--- src/hdl/asf_pkg.sv ---
// Functional notes
// - samples are 14-bit two's complement, left-justified
// - fifo off: current sample; on: oldest entry
// - fast read burst skips low-byte registers
// - direct low-byte read returns low bits with fifo off
// - fifo on: 0x01 head data, 0x02-0x06 zero
// - status and outputs auto-increment 0x00 to 0x06; fifo on parks at 0x01
// - high byte bits 13:6, low byte 5:0 upper
// - mode: off, circular, stop, trigger
// - flush on disable, rate change, standby-to-active
// - writing mode 00 clears overflow, watermark, count
// - overflow flag set when count reaches 32
// - watermark flag when count >= level, 0 disables
// - trigger mode keeps up to 32 pre-trigger samples
// - watermark never stops sample storage
// - one sample taken per output rate period
// - fifo read pops oldest, count minus one
// - partial burst discards rest of sample
// - trigger: circular until event, then stop full
// - highpass select chooses filtered or raw data
// - range select sets sensitivity, 11 reserved
// - cutoff select picks highpass cutoff frequency
// - hold-on-sleep keeps fifo, flags gate error, stops
package asf_pkg;
  localparam logic [7:0] ADDR_STATUS = 8'h00;
  localparam logic [7:0] ADDR_X_HIGH = 8'h01;
  localparam logic [7:0] ADDR_X_LOW = 8'h02;
  localparam logic [7:0] ADDR_Y_HIGH = 8'h03;
  localparam logic [7:0] ADDR_Y_LOW = 8'h04;
  localparam logic [7:0] ADDR_Z_HIGH = 8'h05;
  localparam logic [7:0] ADDR_Z_LOW = 8'h06;
  localparam logic [7:0] ADDR_FIFO_CONTROL = 8'h09;
  localparam logic [7:0] ADDR_FORMAT_CONFIG = 8'h0E;
  localparam logic [7:0] ADDR_HIGHPASS_CONFIG = 8'h0F;
  localparam logic [7:0] FIFO_CONTROL_RESET = 8'h00;
  localparam logic [7:0] FORMAT_CONFIG_RESET = 8'h00;
  localparam logic [7:0] HIGHPASS_CONFIG_RESET = 8'h00;
  localparam int MODE_LSB = 6;
  localparam int HPF_OUT_BIT = 4;
  localparam int FIFO_DEPTH = 32;
  localparam logic [5:0] FIFO_FULL = 6'h20;
  localparam logic [1:0] MODE_OFF = 2'h0;
  localparam logic [1:0] MODE_CIRCULAR = 2'h1;
  localparam logic [1:0] MODE_STOP = 2'h2;
  localparam logic [1:0] MODE_TRIGGER = 2'h3;
  typedef enum logic [1:0] {ASF_AXIS_X, ASF_AXIS_Y, ASF_AXIS_Z} asf_axis_t;
endpackage

--- src/hdl/asf_sample_fifo.sv ---
`timescale 1ns/1ns
`default_nettype none
module asf_sample_fifo
  import asf_pkg::*;
(
  // clock and reset
  input wire logic sys_clk,
  input wire logic reset_n,
  // register port, one byte per access
  input wire logic reg_rd,
  input wire logic reg_wr,
  input wire logic burst_start,
  input wire logic burst_end,
  input wire logic [7:0] reg_addr,
  input wire logic [7:0] reg_wdata,
  output logic [7:0] reg_rdata,
  output logic [7:0] next_addr,
  // system control and sample source
  input wire logic fast_read,
  input wire logic system_active,
  input wire logic auto_sleep,
  input wire logic rate_change,
  input wire logic hold_on_sleep,
  input wire logic sample_strobe,
  input wire logic trigger_event,
  input wire logic [13:0] x_axis_sample,
  input wire logic [13:0] y_axis_sample,
  input wire logic [13:0] z_axis_sample,
  input wire logic [13:0] x_filtered,
  input wire logic [13:0] y_filtered,
  input wire logic [13:0] z_filtered,
  input wire logic [7:0] sample_ready_state_reg,
  // status and configuration out
  output logic [5:0] fifo_count,
  output logic fifo_overflow,
  output logic fifo_watermark,
  output logic fifo_triggered,
  output logic gate_error,
  output logic highpass_out,
  output logic [1:0] range_sel,
  output logic [1:0] cutoff_sel
);

  // ----------------------------------------
  // configuration registers
  // ----------------------------------------
  logic [7:0] fifo_control;
  logic [7:0] sample_format_config;
  logic [7:0] highpass_cutoff_config;
  logic [1:0] fifo_mode;
  logic [5:0] watermark_level;
  logic active_q;
  logic sleep_q;
  logic flush;

  assign fifo_mode = fifo_control[MODE_LSB +: 2];
  assign watermark_level = fifo_control[5:0];

  always_ff @(posedge sys_clk) begin
    if (!reset_n) begin
      fifo_control <= FIFO_CONTROL_RESET;
      sample_format_config <= FORMAT_CONFIG_RESET;
      highpass_cutoff_config <= HIGHPASS_CONFIG_RESET;
    end else if (reg_wr) begin
      // reserved bits are dropped here so a read back shows what took effect
      case (reg_addr)
        ADDR_FIFO_CONTROL: begin
          fifo_control <= reg_wdata;
        end
        ADDR_FORMAT_CONFIG: begin
          sample_format_config <= reg_wdata & 8'h13;
        end
        ADDR_HIGHPASS_CONFIG: begin
          highpass_cutoff_config <= reg_wdata & 8'h33;
        end
        default: begin
        end
      endcase
    end
  end

  // ----------------------------------------
  // configuration copies for the analog path
  // ----------------------------------------
  always_ff @(posedge sys_clk) begin
    if (!reset_n) begin
      highpass_out <= 1'b0;
    end else begin
      highpass_out <= sample_format_config[HPF_OUT_BIT];
    end
  end

  always_ff @(posedge sys_clk) begin
    if (!reset_n) begin
      range_sel <= 2'h0;
    end else begin
      range_sel <= sample_format_config[1:0];
    end
  end

  // the cutoff table itself lives with the filter; only the code is exported
  always_ff @(posedge sys_clk) begin
    if (!reset_n) begin
      cutoff_sel <= 2'h0;
    end else begin
      cutoff_sel <= highpass_cutoff_config[1:0];
    end
  end

  // ----------------------------------------
  // power-mode tracking and flush
  // ----------------------------------------
  always_ff @(posedge sys_clk) begin
    if (!reset_n) begin
      active_q <= 1'b0;
    end else begin
      active_q <= system_active;
    end
  end

  // a rising auto_sleep marks sleep entry for the gate and the flush exemption
  always_ff @(posedge sys_clk) begin
    if (!reset_n) begin
      sleep_q <= 1'b0;
    end else begin
      sleep_q <= auto_sleep;
    end
  end

  // a held fifo survives the sleep-entry rate change so the host can drain it
  assign flush = (fifo_mode == MODE_OFF) || (system_active && !active_q) ||
                 (rate_change && !(hold_on_sleep && auto_sleep && !sleep_q));

  // ----------------------------------------
  // sample storage
  // ----------------------------------------
  logic [41:0] mem [FIFO_DEPTH];
  logic [4:0] rd_ptr;
  logic [4:0] wr_ptr;
  logic [41:0] current;
  logic [41:0] head;
  logic [41:0] live;
  logic pop;
  logic push;
  logic drop_old;
  logic fifo_on;
  logic head_rd;
  logic [2:0] fifo_byte;

  assign fifo_on = fifo_mode != MODE_OFF;
  assign live = sample_format_config[HPF_OUT_BIT] ?
                {x_filtered, y_filtered, z_filtered} :
                {x_axis_sample, y_axis_sample, z_axis_sample};
  assign head = mem[rd_ptr];
  // stop mode and post-trigger mode refuse samples once full
  assign push = sample_strobe && fifo_on && !gate_error && !flush &&
                (fifo_count != FIFO_FULL || fifo_mode == MODE_CIRCULAR ||
                 (fifo_mode == MODE_TRIGGER && !fifo_triggered));
  // circular overflow: the oldest entry leaves as the new one lands
  assign drop_old = push && fifo_count == FIFO_FULL;
  // with the fifo on, every read of 0x01 walks the buffer, but only a sample's first byte pops it
  assign head_rd = reg_rd && fifo_on && reg_addr == ADDR_X_HIGH;
  assign pop = head_rd && fifo_byte == 3'h0 && fifo_count != 6'h00 &&
               !(push && drop_old);

  // no reset on the array: a flush only moves the pointers
  always_ff @(posedge sys_clk) begin
    if (push) begin
      mem[wr_ptr] <= live;
    end
  end

  always_ff @(posedge sys_clk) begin
    if (!reset_n) begin
      current <= '0;
    end else if (sample_strobe) begin
      // follows every strobe, so turning the fifo off shows fresh data at once
      current <= live;
    end
  end

  always_ff @(posedge sys_clk) begin
    if (!reset_n || flush) begin
      rd_ptr <= 5'h00;
      wr_ptr <= 5'h00;
    end else begin
      if (push) begin
        wr_ptr <= wr_ptr + 5'h01;
      end
      if (pop || drop_old) begin
        rd_ptr <= rd_ptr + 5'h01;
      end
    end
  end

  // a full buffer has equal pointers, so the count is kept on its own
  always_ff @(posedge sys_clk) begin
    if (!reset_n || flush) begin
      fifo_count <= 6'h00;
    end else begin
      case ({push && !drop_old, pop})
        2'b10: fifo_count <= fifo_count + 6'h01;
        2'b01: fifo_count <= fifo_count - 6'h01;
        default: fifo_count <= fifo_count;
      endcase
    end
  end

  // ----------------------------------------
  // flags
  // ----------------------------------------
  always_ff @(posedge sys_clk) begin
    if (!reset_n || fifo_mode == MODE_OFF) begin
      fifo_overflow <= 1'b0;
    end else if (fifo_count == FIFO_FULL) begin
      fifo_overflow <= 1'b1;
    end else if (flush) begin
      fifo_overflow <= 1'b0;
    end
  end

  // one cycle behind the count it compares
  always_ff @(posedge sys_clk) begin
    if (!reset_n || fifo_mode == MODE_OFF) begin
      fifo_watermark <= 1'b0;
    end else begin
      fifo_watermark <= watermark_level != 6'h00 &&
                        fifo_count >= watermark_level;
    end
  end

  // trigger latch: once trigger_event is seen, pushes stop at full instead of dropping the oldest
  always_ff @(posedge sys_clk) begin
    if (!reset_n || fifo_mode == MODE_OFF) begin
      fifo_triggered <= 1'b0;
    end else if (fifo_mode == MODE_TRIGGER && trigger_event) begin
      fifo_triggered <= 1'b1;
    end else if (flush) begin
      fifo_triggered <= 1'b0;
    end
  end

  // held until the host has drained the buffer or turned it off
  always_ff @(posedge sys_clk) begin
    if (!reset_n) begin
      gate_error <= 1'b0;
    end else if (hold_on_sleep && fifo_on && auto_sleep && !sleep_q) begin
      gate_error <= 1'b1;
    end else if (fifo_count == 6'h00 || !fifo_on) begin
      gate_error <= 1'b0;
    end
  end

  // ----------------------------------------
  // read data and address sequencing
  // ----------------------------------------
  function automatic logic [7:0] axis_byte(input logic [13:0] s, input logic high);
    axis_byte = high ? s[13:6] : {s[5:0], 2'b00};
  endfunction

  logic [41:0] src;
  logic [1:0] axis_pos;
  logic [7:0] next_rdata;
  logic [7:0] next_step;
  asf_axis_t axis;

  // the fifo head is handed out high then low byte per axis, x, y, z; fast read gives the three high bytes
  assign src = fifo_on ? head : current;
  assign axis_pos = 2'(({1'b0, reg_addr[2:0]} - 4'h1) >> 1);
  assign axis = (axis_pos == 2'h0) ? ASF_AXIS_X : (axis_pos == 2'h1) ? ASF_AXIS_Y : ASF_AXIS_Z;

  always_comb begin
    next_rdata = 8'h00;
    case (reg_addr)
      ADDR_STATUS: next_rdata = sample_ready_state_reg;
      ADDR_X_HIGH, ADDR_X_LOW, ADDR_Y_HIGH, ADDR_Y_LOW, ADDR_Z_HIGH, ADDR_Z_LOW: begin
        if (fifo_on && reg_addr != ADDR_X_HIGH) begin
          next_rdata = 8'h00;
        end else begin
          case (axis)
            ASF_AXIS_X: next_rdata = axis_byte(src[41:28], reg_addr[0]);
            ASF_AXIS_Y: next_rdata = axis_byte(src[27:14], reg_addr[0]);
            ASF_AXIS_Z: next_rdata = axis_byte(src[13:0], reg_addr[0]);
            default: next_rdata = 8'h00;
          endcase
        end
      end
      ADDR_FIFO_CONTROL: next_rdata = fifo_control;
      ADDR_FORMAT_CONFIG: next_rdata = sample_format_config;
      ADDR_HIGHPASS_CONFIG: next_rdata = highpass_cutoff_config;
      default: next_rdata = 8'h00;
    endcase
  end

  // ----------------------------------------
  // fifo burst walk
  // ----------------------------------------
  // fifo bytes within one sample, so a burst can walk a whole sample at 0x01
  logic [41:0] burst_sample;
  logic [7:0] fifo_rdata;

  always_comb begin
    fifo_rdata = 8'h00;
    case (fifo_byte)
      3'h0: fifo_rdata = axis_byte(head[41:28], 1'b1);
      3'h1: fifo_rdata = fast_read ? axis_byte(burst_sample[27:14], 1'b1) :
                                     axis_byte(burst_sample[41:28], 1'b0);
      3'h2: fifo_rdata = fast_read ? axis_byte(burst_sample[13:0], 1'b1) :
                                     axis_byte(burst_sample[27:14], 1'b1);
      3'h3: fifo_rdata = axis_byte(burst_sample[27:14], 1'b0);
      3'h4: fifo_rdata = axis_byte(burst_sample[13:0], 1'b1);
      3'h5: fifo_rdata = axis_byte(burst_sample[13:0], 1'b0);
      default: fifo_rdata = 8'h00;
    endcase
  end

  always_comb begin
    next_step = reg_addr + 8'h01;
    if (fast_read && reg_addr >= ADDR_X_HIGH && reg_addr < ADDR_Z_HIGH) begin
      next_step = reg_addr + 8'h02;
    end else if (fast_read && reg_addr == ADDR_Z_HIGH) begin
      next_step = ADDR_STATUS;
    end else if (reg_addr == ADDR_Z_LOW) begin
      next_step = ADDR_STATUS;
    end
    // with the fifo on the address parks at 0x01 so bursts drain sample by sample
    if (fifo_on && reg_addr == ADDR_X_HIGH) begin
      next_step = ADDR_X_HIGH;
    end
  end

  always_ff @(posedge sys_clk) begin
    if (!reset_n || burst_start || burst_end) begin
      fifo_byte <= 3'h0;
    end else if (head_rd) begin
      fifo_byte <= (fifo_byte == (fast_read ? 3'h2 : 3'h5)) ? 3'h0 : fifo_byte + 3'h1;
    end
  end

  always_ff @(posedge sys_clk) begin
    if (!reset_n) begin
      burst_sample <= '0;
    end else if (pop && fifo_byte == 3'h0) begin
      burst_sample <= head;
    end
  end

  // ----------------------------------------
  // output registers
  // ----------------------------------------
  // the sample is popped on its first byte; unread y and z parts are lost
  always_ff @(posedge sys_clk) begin
    if (!reset_n) begin
      reg_rdata <= 8'h00;
    end else if (head_rd) begin
      reg_rdata <= (fifo_byte == 3'h0 && fifo_count == 6'h00) ? 8'h00 : fifo_rdata;
    end else if (reg_rd) begin
      reg_rdata <= next_rdata;
    end
  end

  always_ff @(posedge sys_clk) begin
    if (!reset_n) begin
      next_addr <= 8'h00;
    end else if (reg_rd) begin
      next_addr <= next_step;
    end
  end

endmodule
`default_nettype wire

--- config.mk ---
export PLATFORM = sky130hd
export DESIGN_NAME = asf_sample_fifo
export DESIGN_NICKNAME = d
export VERILOG_FILES = /design/src/hdl/asf_pkg.sv /design/src/hdl/asf_sample_fifo.sv
export SDC_FILE = /design/constraint.sdc
export NUM_CORES = 1
export LEC_CHECK = 0
export BUFFER_PORTS_ARGS = -buffer_cell sky130_fd_sc_hd__buf_2
export CAP_MARGIN = 10
export CORE_MARGIN = 4
export CORE_UTILIZATION = 50
export DETAILED_ROUTE_END_ITERATION = 8
export PLACE_DENSITY = 0.66
export SYNTH_ARGS = -nofsm -noshare
export SYNTH_HDL_FRONTEND = slang
export SYNTH_SLANG_ARGS = --single-unit
--- constraint.sdc ---
create_clock -name sys_clk -period 5.5 [get_ports sys_clk]
set_input_delay 0 -clock sys_clk [delete_from_list [all_inputs] [get_ports sys_clk]]
set_output_delay 0 -clock sys_clk [all_outputs]
set_load 0.005 [all_outputs]
Word-level counts from Yosys, hierarchy flattened
Memories as Yosys holds them, arrays and structs flattened. A register that Yosys moved wholly into a read port is not among the register bits.
Cells that the tools add are included.
{"block": "word_totals", "ff_bits": 137, "ram_bits": 1344, "memories": 1, "in_bits": 121}
{"block": "classes", "addsub": 8, "muxes": 32, "n_eq_ne": 25, "n_reduce_logical": 67, "magnitude_cmp": 3}
{"name": "mem", "depth": 32, "word_bits": 42, "read_ports": 1, "rd_clocked_by_memory_dff": 1, "write_ports": 1, "line_no": "asf_sample_fifo.sv:137", "text": "logic [41:0] mem [FIFO_DEPTH];"}
{"op": "$mux 8", "count": 13}
{"op": "$mux 42", "count": 2}
{"op": "$pmux 8 s6", "count": 1}
{"op": "$pmux 8 s5", "count": 1}
{"op": "$logic_and 1x1->1", "count": 29}
{"op": "$eq 8x3->1 const B", "count": 3}
{"op": "$eq 8x4->1 const B", "count": 3}
{"op": "$pmux 8 s3", "count": 1}
{"op": "$eq 8x2->1 const B", "count": 2}
{"op": "$pmux 6 s2", "count": 1}
{"op": "$reduce_bool 2->1", "count": 6}
{"op": "$reduce_bool 6->1", "count": 2}
{"op": "$add 5x1->5 const B", "count": 2}
{"op": "$logic_not 1->1", "count": 10}
{"op": "$logic_or 1x1->1", "count": 10}
{"op": "$mux 5", "count": 2}
{"op": "$add 8x1->8 const B", "count": 1}
{"op": "$add 8x2->8 const B", "count": 1}
{"op": "$eq 2x1->1 const B", "count": 4}
{"op": "$eq 8x1->1 const B", "count": 1}
{"op": "$ge 8x1->1 const B", "count": 1}
{"op": "$logic_not 8->1", "count": 1}
{"op": "$lt 8x3->1 const B", "count": 1}
{"op": "$ne 8x1->1 const B", "count": 1}
{"op": "20 further kinds", "count": 36}

Longest topological paths before layout
{"block": "logic_depth", "depth_word": 15, "mapped_depth": 17}

Least setup slack after synthesis
No wires, ideal clock.
{"block": "synth_path", "path_type": "register -> register", "start": "reg sleep_q", "end": "mem mem[27][0] (enable)", "arrival_time_ps": 3409, "required_time_ps": 5058, "path_slack_ps": 1649, "setup_time_ps": 442, "path_stages_with_launch": 7, "path_cell_list": "dfxtp_1 > nand3b_1 > a2111oi_0 > o21a_1 > buf_2 > nand2_1 > nor2_1"}
{"block": "synth_between", "elab_chain_len": 10}
{"item": "start: declaration", "line_no": "asf_sample_fifo.sv:53", "text": "logic sleep_q;"}
{"item": "start signal: assignment", "line_no": "asf_sample_fifo.sv:126", "text": "sleep_q <= auto_sleep;"}
{"item": "$logic_not 1->1", "line_no": "asf_sample_fifo.sv:132", "text": "(rate_change && !(hold_on_sleep && auto_sleep && !sleep_q));"}
{"item": "$logic_and 1x1->1", "line_no": "asf_sample_fifo.sv:132"}
{"item": "$logic_not 1->1", "line_no": "asf_sample_fifo.sv:132"}
{"item": "$logic_and 1x1->1", "line_no": "asf_sample_fifo.sv:132"}
{"item": "$logic_or 1x1->1", "line_no": "asf_sample_fifo.sv:131", "text": "assign flush = (fifo_mode == MODE_OFF) || (system_active && !active_q) ||"}
{"item": "$logic_not 1->1", "line_no": "asf_sample_fifo.sv:156", "text": "assign push = sample_strobe && fifo_on && !gate_error && !flush &&"}
{"item": "$logic_and 1x1->1 (2 in a row)", "line_no": "asf_sample_fifo.sv:156"}
{"item": "$mux 1", "line_no": "asf_sample_fifo.sv:168", "text": "if (push) begin"}
{"item": "$mux 1 (not written as such)", "line_no": "asf_sample_fifo.sv:169", "text": "mem[wr_ptr] <= live;"}
{"item": "end: declaration", "line_no": "asf_sample_fifo.sv:137"}
No other way between the ends.

Worst setup path after layout
{"block": "layout_path", "start": "reg fifo_control[6]", "end": "reg fifo_count[5]"}
{"block": "layout_between", "elab_chain_len": 12}
{"item": "start: declaration", "line_no": "asf_sample_fifo.sv:47", "text": "logic [7:0] fifo_control;"}
{"item": "start signal: assignment", "line_no": "asf_sample_fifo.sv:68", "text": "fifo_control <= reg_wdata;"}
{"item": "$logic_not 2->1", "line_no": "asf_sample_fifo.sv:131"}
{"item": "$logic_or 1x1->1 (2 in a row)", "line_no": "asf_sample_fifo.sv:131"}
{"item": "$logic_not 1->1", "line_no": "asf_sample_fifo.sv:156"}
{"item": "$logic_and 1x1->1 (2 in a row)", "line_no": "asf_sample_fifo.sv:156"}
{"item": "$logic_and 1x1->1", "line_no": "asf_sample_fifo.sv:160", "text": "assign drop_old = push && fifo_count == FIFO_FULL;"}
{"item": "$logic_and 1x1->1", "line_no": "asf_sample_fifo.sv:164", "text": "!(push && drop_old);"}
{"item": "$logic_not 1->1", "line_no": "asf_sample_fifo.sv:164"}
{"item": "$logic_and 1x1->1", "line_no": "asf_sample_fifo.sv:163", "text": "assign pop = head_rd && fifo_byte == 3'h0 && fifo_count != 6'h00 &&"}
{"item": "$eq 2x1->1 or $eq 2x2->1 (tied branches)", "line_no": "asf_sample_fifo.sv:201", "text": "case ({push && !drop_old, pop})"}
{"item": "$pmux 6 s2 or $reduce_bool 2->1 (tied branches)"}
{"item": "end signal: assignment", "line_no": "asf_sample_fifo.sv:202", "text": "2'b10: fifo_count <= fifo_count + 6'h01;"}
{"item": "end signal: assignment", "line_no": "asf_sample_fifo.sv:203", "text": "2'b01: fifo_count <= fifo_count - 6'h01;"}
{"item": "end signal: assignment", "line_no": "asf_sample_fifo.sv:204", "text": "default: fifo_count <= fifo_count;"}
{"item": "end: declaration", "line_no": "asf_sample_fifo.sv:34", "text": "output logic [5:0] fifo_count,"}
Several ways; a longest one is shown, not always the timed one.
A chain may end at the register's enable or synchronous reset.

==> impl_metrics.tcl <==
set metrics [dict create \
    synthToLayoutAreaGrowth_pct 13.6 \
    layout_commonest_cell "edfxtp_1" \
    worst-path-stages 14 \
    hold_path.class "in2reg" \
    coreArea_sq_um 118000 \
    synthDistinctLibCells 78 \
    postCtsSetupRepairBufs 0 \
    critical_path_class "reg2reg" \
    crit_buf_inv 1 \
    regArea_sq_um 43200 \
    synth_largest_area_cell "edfxtp_1" \
    end_kind "register" \
    min_period_ns 4.06 \
    overflow 0 \
    root_buffer "clkbuf_16" \
    finalHoldViolCount 0 \
    fillers 8651 \
    startpoint "fifo_control[6]" \
    r2r-end "fifo_count[5]" \
    drive_above_1_share_pct 24.0 \
    ys_seq_elements 1486 \
    grt_pass1_wl_microns 239000 \
    synthArstFlopShare_pct 0 \
    numClockSinks 1486 \
    p_leak_nw 21.6 \
    avgSynthCellArea_sq_um 18.7 \
    critPathLaunchType "register" \
    start_util_pct 50.5 \
    fmax_mhz 247 \
    rrSetupSlack_ns 1.44 \
    dieArea_sq_um 125000 \
    routabilityCongestion 0.905 \
    antenna_left 0 \
    critPathCapture "fifo_count[5]" \
    critical_path.cell_chain "or2_2 > nand3_1 > or2_2 > or4_4 > inv_2 > ha_1 > a21o_1 > a21oi_1 > o21bai_1 > a21oi_1 > xnor2_1 > nand2_1 > xor2_1 > nor2_1" \
    cts_tree "done" \
    drt_wl_total_microns 167000 \
    antenna_found_initial 4 \
    nets 3628 \
    skew_ns 0.0388 \
    worst-path-max-fanout 38 \
    ctsResizeCount 0 \
    die_h_microns 354 \
    maxCapViolCount 0 \
    grt_pass1_vias 32900 \
    timing_worst_slew_pin_value_ns 1.15 \
    worst_slack_ns 1.44 \
    synth_edf_count 1344 \
    multi_input_area_sq_um 15400 \
    critPathSlowestCell "or2_2" \
    clockBufferDepth 3 \
    rr_worst_depth 14 \
    ys_warn_count 0 \
    rsz0062_at_grt "no" \
    io_pins 152 \
    max-vdd-ir-drop_mv 0.213 \
    rows 126 \
    yosysTopAreaCellShare_pct 67.6 \
    grtUsageTotal_pct 26.6 \
    crit_family "simple AND/OR/NAND/NOR gates" \
    drtIter0Drc 4267 \
    cts_made_buffers 148 \
    yosysSeqAreaShare_pct 72.3 \
    vias_per_cell 6.44 \
    drc 0 \
    portBuffers 151 \
    synth_area_leaders "edfxtp_1 68%, mux4_2 11%, dfxtp_1 4.8%" \
    wire_per_inst_microns 32.5 \
    place_hpwl_microns 97200 \
    synthesis.area_sq_um 59700 \
    slew_violations 0 \
    p_per_area_nw_per_um2 334 \
    place_ws_ns 1.46 \
    slew_headroom_pct 23.1 \
    final.period_utilization_pct 73.7 \
    clock_latency_ns 0.77 \
    crit_required_ns 6.11 \
    status "finished clean" \
    most-common-layout-cells "1344 x edfxtp_1, 280 x mux4_2, 213 x mux2i_1, 178 x nand2_1, 155 x clkbuf_16" \
    rr_startpoint "fifo_control[6]" \
    syn_inst 3197 \
    htreeDepth 4 \
    tns_ns 0 \
    crit_arrival_ns 4.67 \
    dieWidth_microns 354 \
    max_stage_delay_ns 0.72 \
    setup_violations 0 \
    grt_max_degree 88 \
    syn_nets 3345 \
    vias 33100 \
    insertedDiodeCount 0 \
    synth_ff_type "edfxtp_1" \
    first_pass_iters 9 \
    clk_pin_slew_ns 0.07 \
]
## state kept, by name, indices dropped and copies added, names as in the netlist, named ones only
name	cells
active_q	1
burst_sample	34
current	42
cutoff_sel	2
fifo_byte	3
fifo_control	8
fifo_count	6
fifo_overflow	1
fifo_triggered	1
fifo_watermark	1
gate_error	1
highpass_cutoff_config	4
highpass_out	1
mem	1344
next_addr	8
range_sel	2
rd_ptr	5
reg_rdata	8
sample_format_config	3
sleep_q	1
wr_ptr	5
## layer usage
metal  GRT usage (%)  routed length (microns)
met1            37.7                    66100
met3            4.90                    16200
met4            8.47                     5410
met2            42.2                    78900
met5               0                        0
## cells in the mapped netlist (all sizes together) (7+ instances only)
library cell,instances
a211oi,18
xor2,12
mux4,300
inv,36
o21ai,73
o221ai,9
nand2,178
o22ai,24
o211a,15
and3,11
a2111oi,9
xnor2,9
dfxtp,142
a22oi,32
o211ai,14
buf,96
mux2,53
and2,30
a32oi,13
nor2b,61
a221oi,26
mux2i,213
nor2,101
a32o,7
nand2b,21
a31oi,17
clkbuf,88
nand4,12
nor3,14
nand3,29
ha,26
edfxtp,1344
a211o,7
a21oi,55
a21boi,24
## power by group
group          internal (mW)  switching, mW
clock                   5.69           4.20
combinational          0.131          0.310
sequential              12.3         0.0185
total                   18.1           4.52
## metrics by stage
| step | hold slack (ns) | instance area [sq um] | total power [mW] | utilization [%] | std cells |
|---|---|---|---|---|---|
| CTS | 0.0597 | 67800 | 22.8 | 57.4 | 5133 |
| detailed placement | 0.233 | 62500 | 13.0 | 52.9 | 4807 |
| finish | 0.0982 | 67900 | 22.7 | 57.4 | 5134 |
| global route | 0.0968 | 67900 | 23.3 | 57.4 | 5134 |
| floorplan | 0.122 | 59700 | 12.8 | - | 3197 |
| global placement | 0.237 | 62500 | 13.0 | 52.9 | 4806 |
## area by class of cell
cell class	instances	area share (%)
Clock inverter	80	1.01
Inverter	37	0.208
Sequential cell	1486	63.7
Multi-Input combinational cell	1489	22.7
Clock buffer	188	5.97
Tap cell	1536	2.83
Timing Repair Buffer	318	3.53
## worst register-to-register path, stage by stage, from the launching register on
cell,delay (ns)
dfxtp_1,0.42
or2_2,0.72
nand3_1,0.22
or2_2,0.43
or4_4,0.59
inv_2,0.13
ha_1,0.24
a21o_1,0.18
a21oi_1,0.24
o21bai_1,0.10
a21oi_1,0.17
xnor2_1,0.14
nand2_1,0.09
xor2_1,0.16
nor2_1,0.06
## how the worst min path moves through the flow
stage                           start          end  slack [ns]  cells after the start
floorplan               system_active     active_q        0.12                      1
global placement        system_active     active_q        0.24                      2
detailed placement      system_active     active_q        0.23                      2
CTS                  x_axis_sample[5]  mem[31][33]        0.06                      2
global route            x_filtered[7]   mem[9][35]         0.1                      2
finish              x_axis_sample[12]   mem[1][40]         0.1                      2
## timing repair
action                                  4_1_cts  5_1_grt
endpoints found under the setup margin        0        0
hold endpoints to repair                    128        0
hold buffers                                 58        0
## cells by family after synthesis
family                     Yosys count  synth area share [%]
DFF                               1486                  72.3
muxes                              566                  16.0
and+or+nand+nor                    492                  3.96
AOI/OAI and AO/OA                  383                  4.58
buffers and inverters              222                  2.23
adders and majority gates           27                 0.578
xor gates and xnor gates            21                 0.308
(Power assumes the default switching activity.)
